### src/inc/dsc_pkg.sv
// Purpose: shared constants for the serial control line block
// Assumes: 20 MHz system clock, APB register access with 32-bit data
// Notes: offsets are byte addresses, one aligned word per register
package dsc_pkg;
	localparam int CLK_HZ = 20_000_000;
	// register byte offsets
	localparam logic [7:0] ADDR_CTRL = 8'h00;
	localparam logic [7:0] ADDR_MODEM = 8'h04;
	localparam logic [7:0] ADDR_DELAY = 8'h08;
	localparam logic [7:0] ADDR_BAUD = 8'h0C;
	localparam logic [7:0] ADDR_STATUS = 8'h10;
	localparam logic [7:0] ADDR_EVENT = 8'h14;
	// control register fields
	localparam int CTRL_SYNC = 0;
	localparam int CTRL_FLOW = 1;
	localparam int CTRL_RTSRESP = 2;
	localparam int CTRL_FORCECD = 3;
	localparam int CTRL_EXTCLK = 4;
	localparam int CTRL_DTRACT = 6;
	localparam int CTRL_RING = 8;
	// modem state register fields
	localparam int MDM_CMD = 0;
	localparam int MDM_OFFHOOK = 1;
	localparam int MDM_TEST = 2;
	localparam int MDM_TESTERR = 3;
	localparam int MDM_DSR = 4;
	localparam int MDM_READY = 5;
	// reset values
	localparam logic [15:0] CTRL_RST = 16'h0040;
	localparam logic [5:0] MODEM_RST = 6'h01;
	localparam logic [7:0] DELAY_RST = 8'h01;
	localparam logic [15:0] BAUD_RST = 16'h000A;
	// timing
	localparam int DELAY_UNIT_MS = 10;
	localparam int DELAY_UNIT_CYC = CLK_HZ / 1000 * DELAY_UNIT_MS;
	localparam int BLINK_MS = 250;
	localparam int BLINK_CYC = CLK_HZ / 1000 * BLINK_MS;
	// reaction to terminal ready falling
	typedef enum logic [1:0] {
		DTR_IGNORE = 2'b00,
		DTR_COMMAND = 2'b01,
		DTR_HANGUP = 2'b10,
		DTR_RESET = 2'b11
	} dsc_dtr_t;
	// clear-to-send sequencing in synchronous modes
	typedef enum logic [1:0] {
		CS_ON = 2'b00,
		CS_WAIT_LINE = 2'b01,
		CS_WAIT_RTS = 2'b10,
		CS_DELAY = 2'b11
	} dsc_cts_t;
endpackage : dsc_pkg

### src/dsc_clk_gen.sv
// Purpose: even duty clock generator for the synchronous data clocks
// Assumes: halfPeriod is the number of system cycles per half period
// Notes: output idles high while disabled; risePulse marks each rising edge
module dsc_clk_gen #(
	parameter int WIDTH = 16
) (
	input wire logic clk_sys,
	input wire logic nrst,
	input wire logic enable,
	input wire logic [WIDTH-1:0] halfPeriod,
	output logic clkOut,
	output logic risePulse
);
	logic [WIDTH-1:0] cnt_r;
	logic [WIDTH-1:0] lastCnt;
	logic wrap;

	// a zero half period behaves as one cycle
	assign lastCnt = (halfPeriod == '0) ? '0 : halfPeriod - 1'b1;
	assign wrap = enable & (cnt_r >= lastCnt);

	// half period counter and output toggle
	always_ff @(posedge clk_sys or negedge nrst) begin
		if (!nrst) begin
			cnt_r <= '0;
			clkOut <= 1'b1;
			risePulse <= 1'b0;
		end else begin
			cnt_r <= (!enable || wrap) ? '0 : cnt_r + 1'b1;
			clkOut <= enable ? (clkOut ^ wrap) : 1'b1;
			risePulse <= wrap & ~clkOut;
		end
	end
endmodule : dsc_clk_gen

### src/dsc_serial_lines.sv
// Purpose: modem side of the serial terminal interface control lines
// Assumes: modem state written by firmware over APB, line events on clk_sys
// Notes: terminal pins pass a two-flop synchroniser before use
// Behaviour
// - receive data carries line data or responses; only responses in command mode.
// - asynchronous mode keeps clear-to-send on unless hardware flow control chosen.
// - synchronous mode keeps clear-to-send on in the command state.
// - synchronous off-hook drops clear-to-send until set-ready, carrier and ready.
// - optionally clear-to-send follows an off-to-on transition of request-to-send.
// - carrier detect follows line carrier unless forced on.
// - test mode output is low in test mode, high otherwise.
// - ring indicator is low during each ring on segment.
// - terminal-ready falling enters disconnect with the configured reaction.
// - request-to-send is ignored in the command state.
// - asynchronous mode ignores request-to-send unless hardware flow control chosen.
// - synchronous on-line ignores request-to-send or raises clear-to-send after delay.
// - synchronous modes output a receive clock at data rate, even duty.
// - synchronous modes output a transmit clock at data rate, even duty.
// - auto-answer lamp is on while the answer ring count is non-zero.
// - test lamp flashes in test mode when an error is detected.
// - terminal-ready lamp follows terminal-ready, held on when it is ignored.
// - off-hook lamp shows the off-hook relay state.
module dsc_serial_lines
	import dsc_pkg::*;
#(
	parameter int DELAY_UNIT_CYCLES = DELAY_UNIT_CYC,
	parameter int BLINK_CYCLES = BLINK_CYC
) (
	input wire logic clk_sys,
	input wire logic nrst,
	input wire logic psel,
	input wire logic penable,
	input wire logic pwrite,
	input wire logic [7:0] paddr,
	input wire logic [31:0] pwdata,
	output logic [31:0] prdata,
	output logic pready,
	output logic pslverr,
	input wire logic txData,
	input wire logic terminalReadyN,
	input wire logic requestToSendN,
	input wire logic externalTxClock,
	output logic rxData,
	output logic ctsN,
	output logic dsrN,
	output logic carrierDetectN,
	output logic testModeN,
	output logic ringIndicatorN,
	output logic syncRxClock,
	output logic syncTxClock,
	output logic autoAnswerLampN,
	output logic testLampN,
	output logic terminalReadyLampN,
	output logic offHookLampN,
	input wire logic lineRxData,
	input wire logic respData,
	input wire logic carrierPresent,
	input wire logic ringOn,
	output logic termData,
	output logic txBitData,
	output logic txBitStrobe,
	output logic dtrDropPulse,
	output logic [1:0] dtrDropAction
);
	logic [15:0] ctrl_r;
	logic [5:0] modem_r;
	logic [7:0] delay_r;
	logic [15:0] baud_r;
	logic event_r;
	logic [3:0] syncA_r;
	logic [3:0] syncB_r;
	logic extPrev_r;
	logic dtrOnPrev_r;
	logic rtsOnPrev_r;
	logic offHookPrev_r;
	logic [31:0] tickCnt_r;
	logic [31:0] blinkCnt_r;
	logic blink_r;
	logic [7:0] delayCnt_r;
	dsc_cts_t ctsState_r;
	dsc_cts_t ctsState_nxt;
	logic ctsOn_nxt;
	logic rxClkInt;
	logic txClkInt;
	logic rxRiseInt;
	logic txRiseInt;

	// apb decode
	wire logic setupPhase = psel & ~penable;
	wire logic hitCtrl = (paddr == ADDR_CTRL);
	wire logic hitModem = (paddr == ADDR_MODEM);
	wire logic hitDelay = (paddr == ADDR_DELAY);
	wire logic hitBaud = (paddr == ADDR_BAUD);
	wire logic hitStatus = (paddr == ADDR_STATUS);
	wire logic hitEvent = (paddr == ADDR_EVENT);
	wire logic mapped = hitCtrl | hitModem | hitDelay | hitBaud | hitStatus | hitEvent;
	wire logic wrEn = psel & penable & pwrite & pready & mapped;

	// control fields
	wire logic syncMode = ctrl_r[CTRL_SYNC];
	wire logic flowCtl = ctrl_r[CTRL_FLOW];
	wire logic rtsResp = ctrl_r[CTRL_RTSRESP];
	wire logic forcedCd = ctrl_r[CTRL_FORCECD];
	wire logic extClkSel = ctrl_r[CTRL_EXTCLK];
	wire logic [1:0] dtrAction = ctrl_r[CTRL_DTRACT +: 2];
	wire logic [7:0] ringCount = ctrl_r[CTRL_RING +: 8];
	wire logic ignoreDtr = (dtrAction == DTR_IGNORE);
	wire logic cmdMode = modem_r[MDM_CMD];
	wire logic offHook = modem_r[MDM_OFFHOOK];
	wire logic testMode = modem_r[MDM_TEST];
	wire logic testErr = modem_r[MDM_TESTERR];
	wire logic dsrOn = modem_r[MDM_DSR];
	wire logic syncReady = modem_r[MDM_READY];

	// synchronised terminal pins and their edges
	wire logic txSync = syncB_r[0];
	wire logic dtrOn = ~syncB_r[1];
	wire logic rtsOn = ~syncB_r[2];
	wire logic extRise = syncB_r[3] & ~extPrev_r;
	wire logic dtrFall = dtrOnPrev_r & ~dtrOn;
	wire logic rtsRise = rtsOn & ~rtsOnPrev_r;
	wire logic offHookRise = offHook & ~offHookPrev_r;
	wire logic carrierOn = forcedCd | carrierPresent;
	wire logic lineOk = dsrOn & carrierOn & syncReady;
	wire logic unitTick = (tickCnt_r == 32'(DELAY_UNIT_CYCLES - 1));
	wire logic delayDone = (delayCnt_r == 8'h00);
	wire logic loadDelay = (ctsState_nxt == CS_DELAY) & (ctsState_r != CS_DELAY);
	wire logic eventClr = wrEn & hitEvent & pwdata[0];

	// read data select
	wire logic [31:0] statusWord = {25'h0, ctsState_r, carrierOn, ringOn, ~ctsN, rtsOn, dtrOn};
	wire logic [31:0] readMux = hitCtrl ? {16'h0, ctrl_r} :
		hitModem ? {26'h0, modem_r} :
		hitDelay ? {24'h0, delay_r} :
		hitBaud ? {16'h0, baud_r} :
		hitStatus ? statusWord :
		hitEvent ? {31'h0, event_r} : 32'h0;

	// apb slave answers in the cycle after setup
	always_ff @(posedge clk_sys or negedge nrst) begin
		if (!nrst) begin
			prdata <= 32'h0;
			pready <= 1'b0;
			pslverr <= 1'b0;
		end else begin
			prdata <= (setupPhase & ~pwrite) ? readMux : prdata;
			pready <= setupPhase;
			pslverr <= setupPhase & ~mapped;
		end
	end

	// software registers; the drop event set wins over its clear
	always_ff @(posedge clk_sys or negedge nrst) begin
		if (!nrst) begin
			ctrl_r <= CTRL_RST;
			modem_r <= MODEM_RST;
			delay_r <= DELAY_RST;
			baud_r <= BAUD_RST;
			event_r <= 1'b0;
		end else begin
			if (wrEn & hitCtrl) ctrl_r <= pwdata[15:0];
			if (wrEn & hitModem) modem_r <= pwdata[5:0];
			if (wrEn & hitDelay) delay_r <= pwdata[7:0];
			if (wrEn & hitBaud) baud_r <= pwdata[15:0];
			event_r <= (dtrFall & ~ignoreDtr) | (event_r & ~eventClr);
		end
	end

	// two-flop synchroniser for the terminal pins
	always_ff @(posedge clk_sys or negedge nrst) begin
		if (!nrst) begin
			syncA_r <= 4'hF;
			syncB_r <= 4'hF;
		end else begin
			syncA_r <= {externalTxClock, requestToSendN, terminalReadyN, txData};
			syncB_r <= syncA_r;
		end
	end

	// previous values for edge detection
	always_ff @(posedge clk_sys or negedge nrst) begin
		if (!nrst) begin
			extPrev_r <= 1'b1;
			dtrOnPrev_r <= 1'b0;
			rtsOnPrev_r <= 1'b0;
			offHookPrev_r <= 1'b0;
		end else begin
			extPrev_r <= syncB_r[3];
			dtrOnPrev_r <= dtrOn;
			rtsOnPrev_r <= rtsOn;
			offHookPrev_r <= offHook;
		end
	end

	// delay unit tick and lamp blink dividers
	always_ff @(posedge clk_sys or negedge nrst) begin
		if (!nrst) begin
			tickCnt_r <= 32'h0;
			blinkCnt_r <= 32'h0;
			blink_r <= 1'b0;
		end else begin
			tickCnt_r <= (loadDelay | unitTick) ? 32'h0 : tickCnt_r + 32'h1;
			if (blinkCnt_r == 32'(BLINK_CYCLES - 1)) begin
				blinkCnt_r <= 32'h0;
				blink_r <= ~blink_r;
			end else begin
				blinkCnt_r <= blinkCnt_r + 32'h1;
			end
		end
	end

	// clear-to-send sequencing for synchronous modes
	always_comb begin
		ctsState_nxt = ctsState_r;
		if (!syncMode || cmdMode) begin
			ctsState_nxt = CS_ON;
		end else if (offHookRise) begin
			ctsState_nxt = CS_WAIT_LINE;
		end else begin
			case (ctsState_r)
				CS_ON: begin
					if (rtsResp && !rtsOn) ctsState_nxt = CS_WAIT_RTS;
				end
				CS_WAIT_LINE: begin
					if (lineOk) ctsState_nxt = rtsResp ? CS_WAIT_RTS : CS_ON;
				end
				CS_WAIT_RTS: begin
					if (!rtsResp) ctsState_nxt = CS_ON;
					else if (rtsRise) ctsState_nxt = CS_DELAY;
				end
				CS_DELAY: begin
					if (!rtsOn) ctsState_nxt = CS_WAIT_RTS;
					else if (delayDone) ctsState_nxt = CS_ON;
				end
				default: ctsState_nxt = CS_ON;
			endcase
		end
	end

	// asynchronous mode follows request-to-send only under hardware flow control
	assign ctsOn_nxt = syncMode ? (ctsState_nxt == CS_ON) :
		(cmdMode | ~flowCtl | rtsOn);

	// state register and delay counter
	always_ff @(posedge clk_sys or negedge nrst) begin
		if (!nrst) begin
			ctsState_r <= CS_ON;
			delayCnt_r <= 8'h00;
		end else begin
			ctsState_r <= ctsState_nxt;
			if (loadDelay) delayCnt_r <= delay_r;
			else if (unitTick && !delayDone) delayCnt_r <= delayCnt_r - 8'h01;
		end
	end

	// interchange circuit and lamp outputs
	always_ff @(posedge clk_sys or negedge nrst) begin
		if (!nrst) begin
			ctsN <= 1'b1;
			dsrN <= 1'b1;
			carrierDetectN <= 1'b1;
			testModeN <= 1'b1;
			ringIndicatorN <= 1'b1;
			autoAnswerLampN <= 1'b1;
			testLampN <= 1'b1;
			terminalReadyLampN <= 1'b1;
			offHookLampN <= 1'b1;
		end else begin
			ctsN <= ~ctsOn_nxt;
			dsrN <= ~dsrOn;
			carrierDetectN <= ~carrierOn;
			testModeN <= ~testMode;
			ringIndicatorN <= ~ringOn;
			autoAnswerLampN <= (ringCount == 8'h00);
			testLampN <= ~(testMode & testErr & blink_r);
			terminalReadyLampN <= ~(ignoreDtr | dtrOn);
			offHookLampN <= ~offHook;
		end
	end

	// data paths and disconnect request
	always_ff @(posedge clk_sys or negedge nrst) begin
		if (!nrst) begin
			rxData <= 1'b1;
			termData <= 1'b1;
			txBitData <= 1'b1;
			txBitStrobe <= 1'b0;
			dtrDropPulse <= 1'b0;
			dtrDropAction <= DTR_IGNORE;
		end else begin
			rxData <= cmdMode ? respData : lineRxData;
			termData <= txSync;
			txBitStrobe <= syncMode & (extClkSel ? extRise : txRiseInt);
			if (syncMode & (extClkSel ? extRise : txRiseInt)) txBitData <= txSync;
			dtrDropPulse <= dtrFall & ~ignoreDtr;
			if (dtrFall) dtrDropAction <= dtrAction;
		end
	end

	// synchronous receive and transmit data clocks
	dsc_clk_gen #(.WIDTH(16)) rxClkGen (
		.clk_sys(clk_sys),
		.nrst(nrst),
		.enable(syncMode),
		.halfPeriod(baud_r),
		.clkOut(rxClkInt),
		.risePulse(rxRiseInt)
	);
	dsc_clk_gen #(.WIDTH(16)) txClkGen (
		.clk_sys(clk_sys),
		.nrst(nrst),
		.enable(syncMode),
		.halfPeriod(baud_r),
		.clkOut(txClkInt),
		.risePulse(txRiseInt)
	);
	assign syncRxClock = rxClkInt;
	assign syncTxClock = txClkInt;
endmodule : dsc_serial_lines

### config.mk
export PLATFORM = sky130hd
export DESIGN_NAME = dsc_serial_lines
export DESIGN_NICKNAME = d
export VERILOG_FILES = /design/src/inc/dsc_pkg.sv /design/src/dsc_clk_gen.sv /design/src/dsc_serial_lines.sv
export SDC_FILE = /design/constraint.sdc
export NUM_CORES = 1
export LEC_CHECK = 0
export BUFFER_PORTS_ARGS = -buffer_cell sky130_fd_sc_hd__buf_2
export CAP_MARGIN = 20
export CELL_PAD_IN_SITES_DETAIL_PLACEMENT = 1
export CELL_PAD_IN_SITES_GLOBAL_PLACEMENT = 1
export CORE_MARGIN = 2
export CORE_UTILIZATION = 35
export DETAILED_ROUTE_END_ITERATION = 7
export PLACE_DENSITY_LB_ADDON = 0.08
export SYNTH_ARGS = -nofsm -noshare
export SYNTH_HDL_FRONTEND = slang
export SYNTH_HIERARCHICAL = 1
export SYNTH_SLANG_ARGS = --single-unit
### constraint.sdc
create_clock -name clk_sys -period 7.9 [get_ports clk_sys]
set_input_delay 0.79 -clock clk_sys [delete_from_list [all_inputs] [get_ports clk_sys]]
set_output_delay 0.79 -clock clk_sys [all_outputs]
set_load 0.02 [all_outputs]
==> qor.yml, run 1 <==
run_status:
  outcome: "completed"
sta:
  finalWorstSetupSlack_ns: 4.113
  fin_tns_setup_ns: 0
  rsz0062_at_grt: "false"
  finalCritPeriodShare: 0.4794
  tightest_slew_ns: 1.036
  min_period_ns: 3.787
  final-setup-viol-count: 0
  drv_slew: 0
  max_freq_mhz: 264.0
  finalHoldViolations: 0
  maxSlewHeadroom: 0.3033
  fin_skew_ns: 0.007537
routing:
  dr.pass1.iters: 6
  drc: 0
  antenna_left: 0
  wl_um: 28480
  vias_per_cell: 5.199
  wl_per_cell_um: 18.44
  drt_iter0_drc: 317
  vias: 8032
global_routing:
  grt_use_total: 0.1786
  overflow: 0
  grt_pass1_vias: 8574
  grt_max_degree: 96
  grt_antenna_before_repair: 1
  grt_pass1_wl_um: 47430
pwr:
  cellPowerDensity_nw_per_um2: 191.3
  pwr-share-comb: 0.052
  clkPwrFrac: 0.506
  net-switching-power_w: 0.0005635
  p_leak_nw: 5.587
  seqPwrFrac: 0.442
  switching_share: 0.2356
  peakVddDrop_mv: 0.1462
  intPower_w: 0.001829
worst_setup_path:
  critPathTopFamily: "simple AND/OR/NAND/NOR gates"
  cp_slowest_stage_delay_ns: 0.55
  worstPathMaxFanout: 16
  path_class: "flop to flop"
  crit_top_cell: "ha_1"
  crit_chain: "nor4_1, nor4b_4, nand4b_4, and2_1, ha_1, nand2b_1, a2111oi_0, o41a_2, o21ai_0, o21a_1, ha_1, nand2_1"
  critical_path_buf_inv_count: 0
  reg2reg_to: "txClkGen/clkOut"
  r2r_cells: 12
  cp-start-kind: "flop"
  worstPathRequired_ns: 8.36
  timing.rr.start: "baud_r[8]"
  critPathArrivalTime_ns: 4.24
  slowest_stage: "nor4_1"
  r2r_setup_slack_ns: 4.11
  end_kind: "flop"
floorplanning:
  start_util: 0.3560
  dieHeight_um: 180.6
  die_w_um: 180.6
  core_sq_um: 30670
  rows: 64
  ios: 105
  die-area_sq_um: 32630
clock_network:
  cts-root-buf: "clkbuf_16"
  cts_resized: 0
  insertion_delay_ns: 0.54
  clockBufferDepth: 3
  cts_made_buffers: 25
  h-tree-depth: 1
  clk_pin_slew_ns: 0.06
  postCtsHoldBufs: 0
  cts_tree: "yes"
  post_cts_buffers: 0
  cts_sinks: 203
layout:
  n_fill_cell: 3476
  final_util: 0.4078
  final_nets: 1228
  syn_to_final_growth_pct: 14.53
  drive_gt1_frac: 0.2080
  layout_commonest_cell: "dfrtp_1"
  final_cell_mix: "175 x dfrtp_1, 103 x nand2_1, 100 x nor2_1"
  num_antenna_cells: 0
synth:
  syn_avg_cell_area_sq_um: 10.38
  netlist_area_sq_um: 10920
  synth_cells: 1052
  synth_warnings: 6
place:
  hpwlAfterDp_um: 20580
  gp_congestion: 0.7710
  place_ws_ns: 4.188
  port_buffers: 72
flow_run:
  maxCapViolations: 0
hold_path:
  hp-class: "primary input to asynchronous set/reset pin"
[sequential cells by signal, summed over array words and instances, names as in the netlist, 2 cells and up]
register and flops:
prdata 16, modem_r 6, ctrl_r 16, ctsState_r 2, blinkCnt_r 32, dtrDropAction 2
rxClkGen/cnt_r 16, syncA_r 4, syncB_r 4, txClkGen/cnt_r 16, tickCnt_r 32, baud_r 16
delay_r 8, delayCnt_r 8
[cell type report]
| type | instances | area (sq um) | area share |
|---|---|---|---|
| flip-flops and latches | 203 | 5115 | 0.4090 |
| repair buffers | 79 | 426.7 | 0.03412 |
| clock inverters | 9 | 140.1 | 0.01121 |
| inverters | 34 | 127.6 | 0.01021 |
| multi-input cells | 788 | 5474 | 0.4377 |
| well taps | 396 | 495.5 | 0.03962 |
| clock buffers | 36 | 726.9 | 0.05813 |
[power by group through the flow]
stage	clock [W]	combinational [W]	sequential, W
2_1_floorplan	0	0.0000724	0.00108
5_1_grt	0.00129	0.000143	0.00106
6_report	0.00121	0.000125	0.00106
4_1_cts	0.00125	0.000128	0.00106
3_3_place_gp	0	0.000125	0.00108
3_5_place_dp	0	0.000128	0.00108
[metrics by stage]
step                      total power [W]  cell area (sq um)  hold WS (ns)  instances
final                            0.002392              12510        0.2603       1545
after detailed placement         0.001203              11630        0.3473       1499
after CTS                        0.002434              12490        0.3012       1544
after global placement           0.001201              11630        0.3458       1499
after global routing             0.002486              12510        0.3122       1545
after floorplan                  0.001151              10980        0.3452       1067
[routing by layer]
metal,share of wire,wire [um],GRT usage,vias to the layer above
li1,-,-,-,3869
met1,0.46,13210,0.2383,4045
met2,0.49,13850,0.3071,80
met3,0.028,808,0.02546,36
met4,0.021,595,0.03968,2
met5,0.00056,16,0,-
[how the worst max path moves through the flow]
stage                                  to  slack, ns  cells past startpoint      start
after CTS                 txClkGen/clkOut       4.09                     12  baud_r[7]
after global placement    txClkGen/clkOut       4.13                     12  baud_r[8]
final                     txClkGen/clkOut       4.11                     12  baud_r[8]
after global routing      txClkGen/clkOut       3.76                     12  baud_r[7]
after floorplan           rxClkGen/clkOut       4.73                     11  baud_r[4]
after detailed placement  txClkGen/clkOut       4.19                     12  baud_r[7]
No activity file was read; power rests on OpenSTA's default activity.
==> inputs of run 2 (changes only) <==
==> constraint.sdc (replaced) <==
create_clock -name clk_sys -period 3.14 [get_ports clk_sys]
set_input_delay 0.314 -clock clk_sys [delete_from_list [all_inputs] [get_ports clk_sys]]
set_output_delay 0.314 -clock clk_sys [all_outputs]
set_load 0.02 [all_outputs]
==> qor.yml, run 2 (synthesis results as in run 1) <==
floorplanning:
  die-area_sq_um: 32630  # unchanged
  core_sq_um: 30670  # unchanged
  ios: 105  # unchanged
  dieHeight_um: 180.6  # unchanged
  rows: 64  # unchanged
  start_util: 0.3560  # unchanged
  die_w_um: 180.6  # unchanged
worst_setup_path:
  crit_start: "baud_r[4]"
  end_kind: "flop"
  timing.rr.start: "baud_r[4]"
  critPathArrivalTime_ns: 3.59  # -0.65 ns
  worstPathRequired_ns: 3.56  # -4.80 ns
  worstPathMaxFanout: 8  # -8
  cp-start-kind: "flop"
  path_class: "flop to flop"
clock_network:
  cts_tree: "yes"
  cts_sinks: 203  # unchanged
  clockBufferDepth: 3  # unchanged
  h-tree-depth: 1  # unchanged
  clk_pin_slew_ns: 0.06  # about the same
  insertion_delay_ns: 0.55  # about the same
  cts-root-buf: "clkbuf_16"
  cts_made_buffers: 25  # unchanged
layout:
  final_util: 0.4408  # +0.03301
  n_fill_cell: 3396  # -2.3%
  register_area_sq_um: 5121  # +0.12%
  reg_top3: "blinkCnt_r: 32 flops, tickCnt_r: 32 flops"
  syn_to_final_growth_pct: 23.80
  layout_commonest_cell: "dfrtp_1"
  fin_cells: 1633  # +5.7%
  final_nets: 1314  # +7.0%
  drive_gt1_frac: 0.2880  # +0.08002
  multi_input_area_sq_um: 5732  # +4.7%
  final_cell_mix: "170 x dfrtp_1, 99 x nor2_1, 99 x nand2_1"
sta:
  maxSlewHeadroom: 0.5204  # +0.2171
  fin_tns_setup_ns: -0.2227  # -0.2227 ns
  finalWorstSetupSlack_ns: -0.03081  # -4.144 ns
  holdWs_ns: 0.03856  # -0.2217 ns
  finalCritPeriodShare: 1.010  # +0.5304
  tightest_slew_ns: 0.7193  # -0.3170 ns
  max_freq_mhz: 315.4  # +19%
  finalHoldViolations: 0  # unchanged
  final-setup-viol-count: 8  # +8
  fin_skew_ns: 0.01961  # +0.01208 ns
  min_period_ns: 3.171  # -0.6164 ns
  rsz0062_at_grt: "true"
  drv_slew: 0  # unchanged
global_routing:
  grt_use_total: 0.1822  # +0.003642
  grt_antenna_before_repair: 1  # unchanged
  grt_pass1_wl_um: 48340  # +1.9%
  grt_max_degree: 85  # -11%
  overflow: 0  # unchanged
  grt_pass1_vias: 8769  # +2.3%
routing:
  dr.pass1.iters: 5  # -1
  vias_per_cell: 5.111  # -1.7%
  vias: 8346  # +3.9%
  drc: 0  # unchanged
  wl_um: 29650  # +4.1%
  wl_per_cell_um: 18.15  # -1.5%
  antenna_left: 0  # unchanged
  drt_iter0_drc: 352  # +11%
place:
  port_buffers: 72  # unchanged
  dp.cells: 1566  # +4.5%
  gp_congestion: 0.7767  # +0.74%
  hpwlAfterDp_um: 21580  # +4.9%
pwr:
  cellPowerDensity_nw_per_um2: 444.9  # +130%
  peakVddDrop_mv: 0.3977  # +170%
  p_leak_nw: 6.105  # +9.3%
hold_path:
  min_from: "pwdata[12]"
  hp-class: "primary input to flop"
run_status:
  outcome: "finished with violations"
  violations: "negative setup slack"
flow_run:
  maxCapViolations: 0  # unchanged
run 2: cell types whose count changed in the layout (fill, tap and decap cells not counted), sizes merged:
cell and delta:
buf +75, clkbuf +1, dlygate4sd3 +9, clkinv +3, diode +1, clkinvlp -1
run 2: worst max-delay path: stages (launching register included):
cell,delay (ns)
dfrtp_2,0.44
nor4_4,0.31
buf_4,0.19
nand2_4,0.06
nor4_4,0.28
xor2_1,0.19
nand2_2,0.10
ha_4,0.27
nand4_1,0.08
o41a_2,0.52
buf_6,0.13
o211ai_4,0.25
clkbuf_16,0.21
nor2_1,0.05
run 2: report_power, final:
group / internal (W) / switching (W) / leakage, nW
logic: 0.000164 / 0.000243 / 3.04
clock network: 0.00177 / 0.00118 / 0.408
registers: 0.00265 / 0.0000124 / 2.66
total: 0.00458 / 0.00143 / 6.11
run 2: area by class of cell:
class | count | share of cell area
tap | 396 | 0.03665
timing repair buffer | 165 | 0.08941
sequential | 203 | 0.3788
inverter | 34 | 0.009441
multi-input combinational | 788 | 0.4240
clock inverter | 11 | 0.01092
antenna | 1 | 0.0001851
clock buffer | 35 | 0.05054
run 2: worst paths after layout:
check	slack, ns	cells after the start	endpoint
max	-0.03	13	txClkGen/cnt_r[8]
min	0.04	2	ctrl_r[12]
max reg2reg	-0.03	13	txClkGen/cnt_r[8]
min reg2reg	0.35	0	syncB_r[3]
max in group asynchronous	1.82	3	ctrl_r[6]
min in group asynchronous	0.35	2	rxClkGen/cnt_r[13]
run 2: per-layer routing:
layer,vias to the layer above,global-route usage,wire (um)
met1,4193,0.2411,13320
li1,4038,-,-
met4,0,0.03548,503
met3,33,0.02567,844
met5,-,0,0
met2,82,0.3183,14980
run 2: repair_timing:
action	in CTS	in global routing
hold buffers	9	0
setup buffers	0	9
resized for setup	3	60
hold endpoints to repair	77	0
gates cloned	0	2
pin swaps	3	25
endpoints found under the setup margin	2	35
run 2: through the flow:
| step | area (sq um) | setup WS (ns) | total power [W] |
|---|---|---|---|
| after CTS | 13120 | -0.003681 | 0.006082 |
| after global placement | 12170 | -0.04177 | 0.003057 |
| after detailed placement | 12180 | -0.03052 | 0.003064 |
| after global routing | 13520 | -0.1781 | 0.006274 |
| after floorplan | 10980 | 0.008139 | 0.002896 |
| final | 13520 | -0.03081 | 0.006014 |
==> inputs of run 3 (changes only) <==
--- a/config.mk
+++ b/config.mk
@@ -15,5 +15,4 @@
 export PLACE_DENSITY_LB_ADDON = 0.08
 export SYNTH_ARGS = -nofsm -noshare
 export SYNTH_HDL_FRONTEND = slang
-export SYNTH_HIERARCHICAL = 1
 export SYNTH_SLANG_ARGS = --single-unit
==> qor.yml, run 3 <==
worst_setup_path:
  critical_path_buf_inv_count: 1  # -2
  reg2reg_to: "rxClkGen.clkOut"
  crit_chain: "or4_4, or3_4, nor4_4, and3_4, mux2i_4, buf_4, ha_4, a21oi_1, o21ai_1, or3_1, o22a_4, mux2_4"
  cp-start-kind: "flop"
  critPathArrivalTime_ns: 4.05  # +0.46 ns
  worstPathMaxFanout: 4  # -4
  r2r_cells: 12  # -1
  r2r_setup_slack_ns: -0.46  # -0.43 ns
  timing.rr.start: "baud_r[9]"
  slowest_stage: "or4_4"
  critPathTopFamily: "simple AND/OR/NAND/NOR gates"
  cp_slowest_stage_delay_ns: 0.54  # +0.02 ns
  worstPathRequired_ns: 3.59  # +0.03 ns
  end_kind: "flop"
  path_class: "flop to flop"
global_routing:
  grt_use_total: 0.1813  # -0.0009289
  grt_pass1_vias: 8142  # -7.2%
  grt_antenna_before_repair: 2  # +1
  grt_max_degree: 69  # -19%
  overflow: 0  # unchanged
  grt_pass1_wl_um: 45170  # -6.6%
synth:
  yosys-top-cells-count: "175 x dfrtp_1, 78 x nor2_1, 64 x xor2_1"
  netlist_area_sq_um: 10380  # -4.9%
  async_flop_share: 1.000
  synth.distinct_cells: 69
  synth_area_leaders: "dfrtp_1 42%, dfstp_2 7.1%, xor2_1 5.4%"
  synth_warnings: 0  # -6
  yosysTopAreaCellShare: 0.4219
  synth_top_area_cell: "dfrtp_1"
  syn_avg_cell_area_sq_um: 10.64  # +2.5%
  synth_cells: 976  # -7.2%
  synthFlopType: "dfrtp_1"
  synth_edf_count: 0
  synth_seq_cells: 203
  synth-seq-area-share: 0.4928
  synth.most_common_cell: "dfrtp_1"
sta:
  min_period_ns: 3.599  # +0.4277 ns
  finalHoldViolations: 0  # unchanged
  tightest_slew_ns: 0.8171  # +0.09774 ns
  rsz0062_at_grt: "true"
  drv_slew: 0  # unchanged
  maxSlewHeadroom: 0.4412  # -0.07925
  finalCritPeriodShare: 1.146  # +0.1362
  max_freq_mhz: 277.9  # -12%
  fin_skew_ns: 0.01778  # -0.001831 ns
  final-setup-viol-count: 35  # +27
  finalWorstSetupSlack_ns: -0.4586  # -0.4277 ns
  fin_tns_setup_ns: -13.25  # -13.03 ns
layout:
  syn_to_final_growth_pct: 24.08
  final_nets: 1201  # -8.6%
  layout_commonest_cell: "dfrtp_1"
  reg_top3: "blinkCnt_r: 32 flops, tickCnt_r: 32 flops"
  register_area_sq_um: 5115  # -0.12%
  fin_cells: 1517  # -7.1%
  n_fill_cell: 3190  # -6.1%
  multi_input_area_sq_um: 5346  # -6.7%
  final_cell_mix: "175 x dfrtp_1, 77 x nor2_1, 71 x buf_2"
  drive_gt1_frac: 0.2948  # +0.006823
pwr:
  pwr-share-comb: 0.047  # -0.021
  peakVddDrop_mv: 0.3646  # -8.3%
  switching_share: 0.2342  # -0.004056
  clkPwrFrac: 0.504  # +0.014
  cellPowerDensity_nw_per_um2: 465.7  # +4.7%
  intPower_w: 0.004594  # +0.28%
  seqPwrFrac: 0.448  # +0.006
  p_leak_nw: 5.769  # -5.5%
  net-switching-power_w: 0.001405  # -1.9%
floorplanning:
  rows: 63  # -1.6%
  ios: 105  # unchanged
  start_util: 0.3530  # -0.002993
  die_w_um: 176.2  # -2.4%
  die-area_sq_um: 31050  # -4.8%
  dieHeight_um: 176.2  # -2.4%
  core_sq_um: 29400  # -4.1%
place:
  port_buffers: 72  # unchanged
  gp_congestion: 0.7915  # +1.9%
  hpwlAfterDp_um: 19920  # -7.7%
  dp.cells: 1457  # -7.0%
clock_network:
  cts_made_buffers: 25  # unchanged
  clk_pin_slew_ns: 0.06  # about the same
  h-tree-depth: 1  # unchanged
  cts_sinks: 203  # unchanged
  cts_tree: "yes"
  insertion_delay_ns: 0.53  # -0.02 ns
  clockBufferDepth: 3  # unchanged
  cts-root-buf: "clkbuf_16"
routing:
  wl_per_cell_um: 18.28  # +0.70%
  vias: 7794  # -6.6%
  antenna_left: 0  # unchanged
  drt_iter0_drc: 359  # +2.0%
  drc: 0  # unchanged
  wl_um: 27740  # -6.4%
  vias_per_cell: 5.138  # +0.53%
  dr.pass1.iters: 4  # -1
hold_path:
  min_path_cells: 2  # unchanged
  min_to: "ctrl_r[13]"
  hp-class: "primary input to flop"
  min_from: "pwdata[13]"
run_status:
  outcome: "finished with violations"
  violations: "negative setup slack"
flow_run:
  maxCapViolations: 0  # unchanged
==> run 3: area by class of cell <==
type                    count  share of cell area
diodes                      1           0.0001943
flip-flops and latches    203              0.3971
repair buffers            142             0.07665
clock buffers              30             0.05158
clock inverters            16             0.01506
multi-input cells         713              0.4151
well taps                 390             0.03789
inverters                  22            0.006411
==> run 3: power groups by stage <==
stage	Clock [W]	Combinational (W)	Sequential, W
2_1_floorplan	0	0.000100	0.00278
3_3_place_gp	0	0.000280	0.00274
3_5_place_dp	0	0.000283	0.00274
4_1_cts	0.00313	0.000292	0.00269
5_1_grt	0.00320	0.000316	0.00269
6_report	0.00303	0.000284	0.00269
==> run 3: stage by stage <==
step | utilization | cell area (sq um) | setup slack [ns] | hold WS, ns | power (W)
floorplan | - | 10610 | -0.3416 | 0.01841 | 0.002876
global placement | 0.3952 | 11620 | -0.4326 | 0.3082 | 0.003015
detailed placement | 0.3952 | 11620 | -0.4846 | 0.3062 | 0.003019
CTS | 0.4309 | 12670 | -0.4235 | 0.002364 | 0.006107
global route | 0.4380 | 12880 | -0.5870 | 0.01919 | 0.006214
finish | 0.4381 | 12880 | -0.4586 | 0.02733 | 0.005999
==> run 3: what timing repair did <==
action | in CTS | in global routing
hold buffers | 7 | 0
endpoints found under the hold margin | 63 | 0
endpoints found under the setup margin | 35 | 35
resized for setup | 23 | 26
pin swaps | 8 | 21
gates cloned | 0 | 1
setup buffers | 1 | 6
==> run 3: worst max-delay path by stage <==
stage | start | end | slack (ns) | cells after the start
after floorplan | baud_r[9] | txClkGen.clkOut | -0.34 | 13
after global placement | baud_r[9] | txClkGen.clkOut | -0.43 | 12
after detailed placement | baud_r[9] | txClkGen.clkOut | -0.48 | 12
after CTS | baud_r[9] | txClkGen.clkOut | -0.42 | 13
after global routing | baud_r[9] | txClkGen.clkOut | -0.59 | 13
final | baud_r[9] | rxClkGen.clkOut | -0.46 | 12
==> run 3: cell families after synthesis <==
group           after synthesis  synth area share
xor+xnor                     99           0.08353
simple gates                376            0.1931
flops                       203            0.4928
other cells                   1         0.0003613
fa+ha+maj                    41           0.04942
buf+inv                      75           0.03447
compound gates              121           0.07823
mux                          60           0.06811
==> run 3: routing by layer <==
layer | global-route usage | vias up | share of wire
met4 | 0.03719 | 2 | 0.018
met1 | 0.2667 | 3911 | 0.51
met3 | 0.02907 | 37 | 0.037
li1 | - | 3728 | -
met5 | 0 | - | 0.00047
met2 | 0.2824 | 116 | 0.44
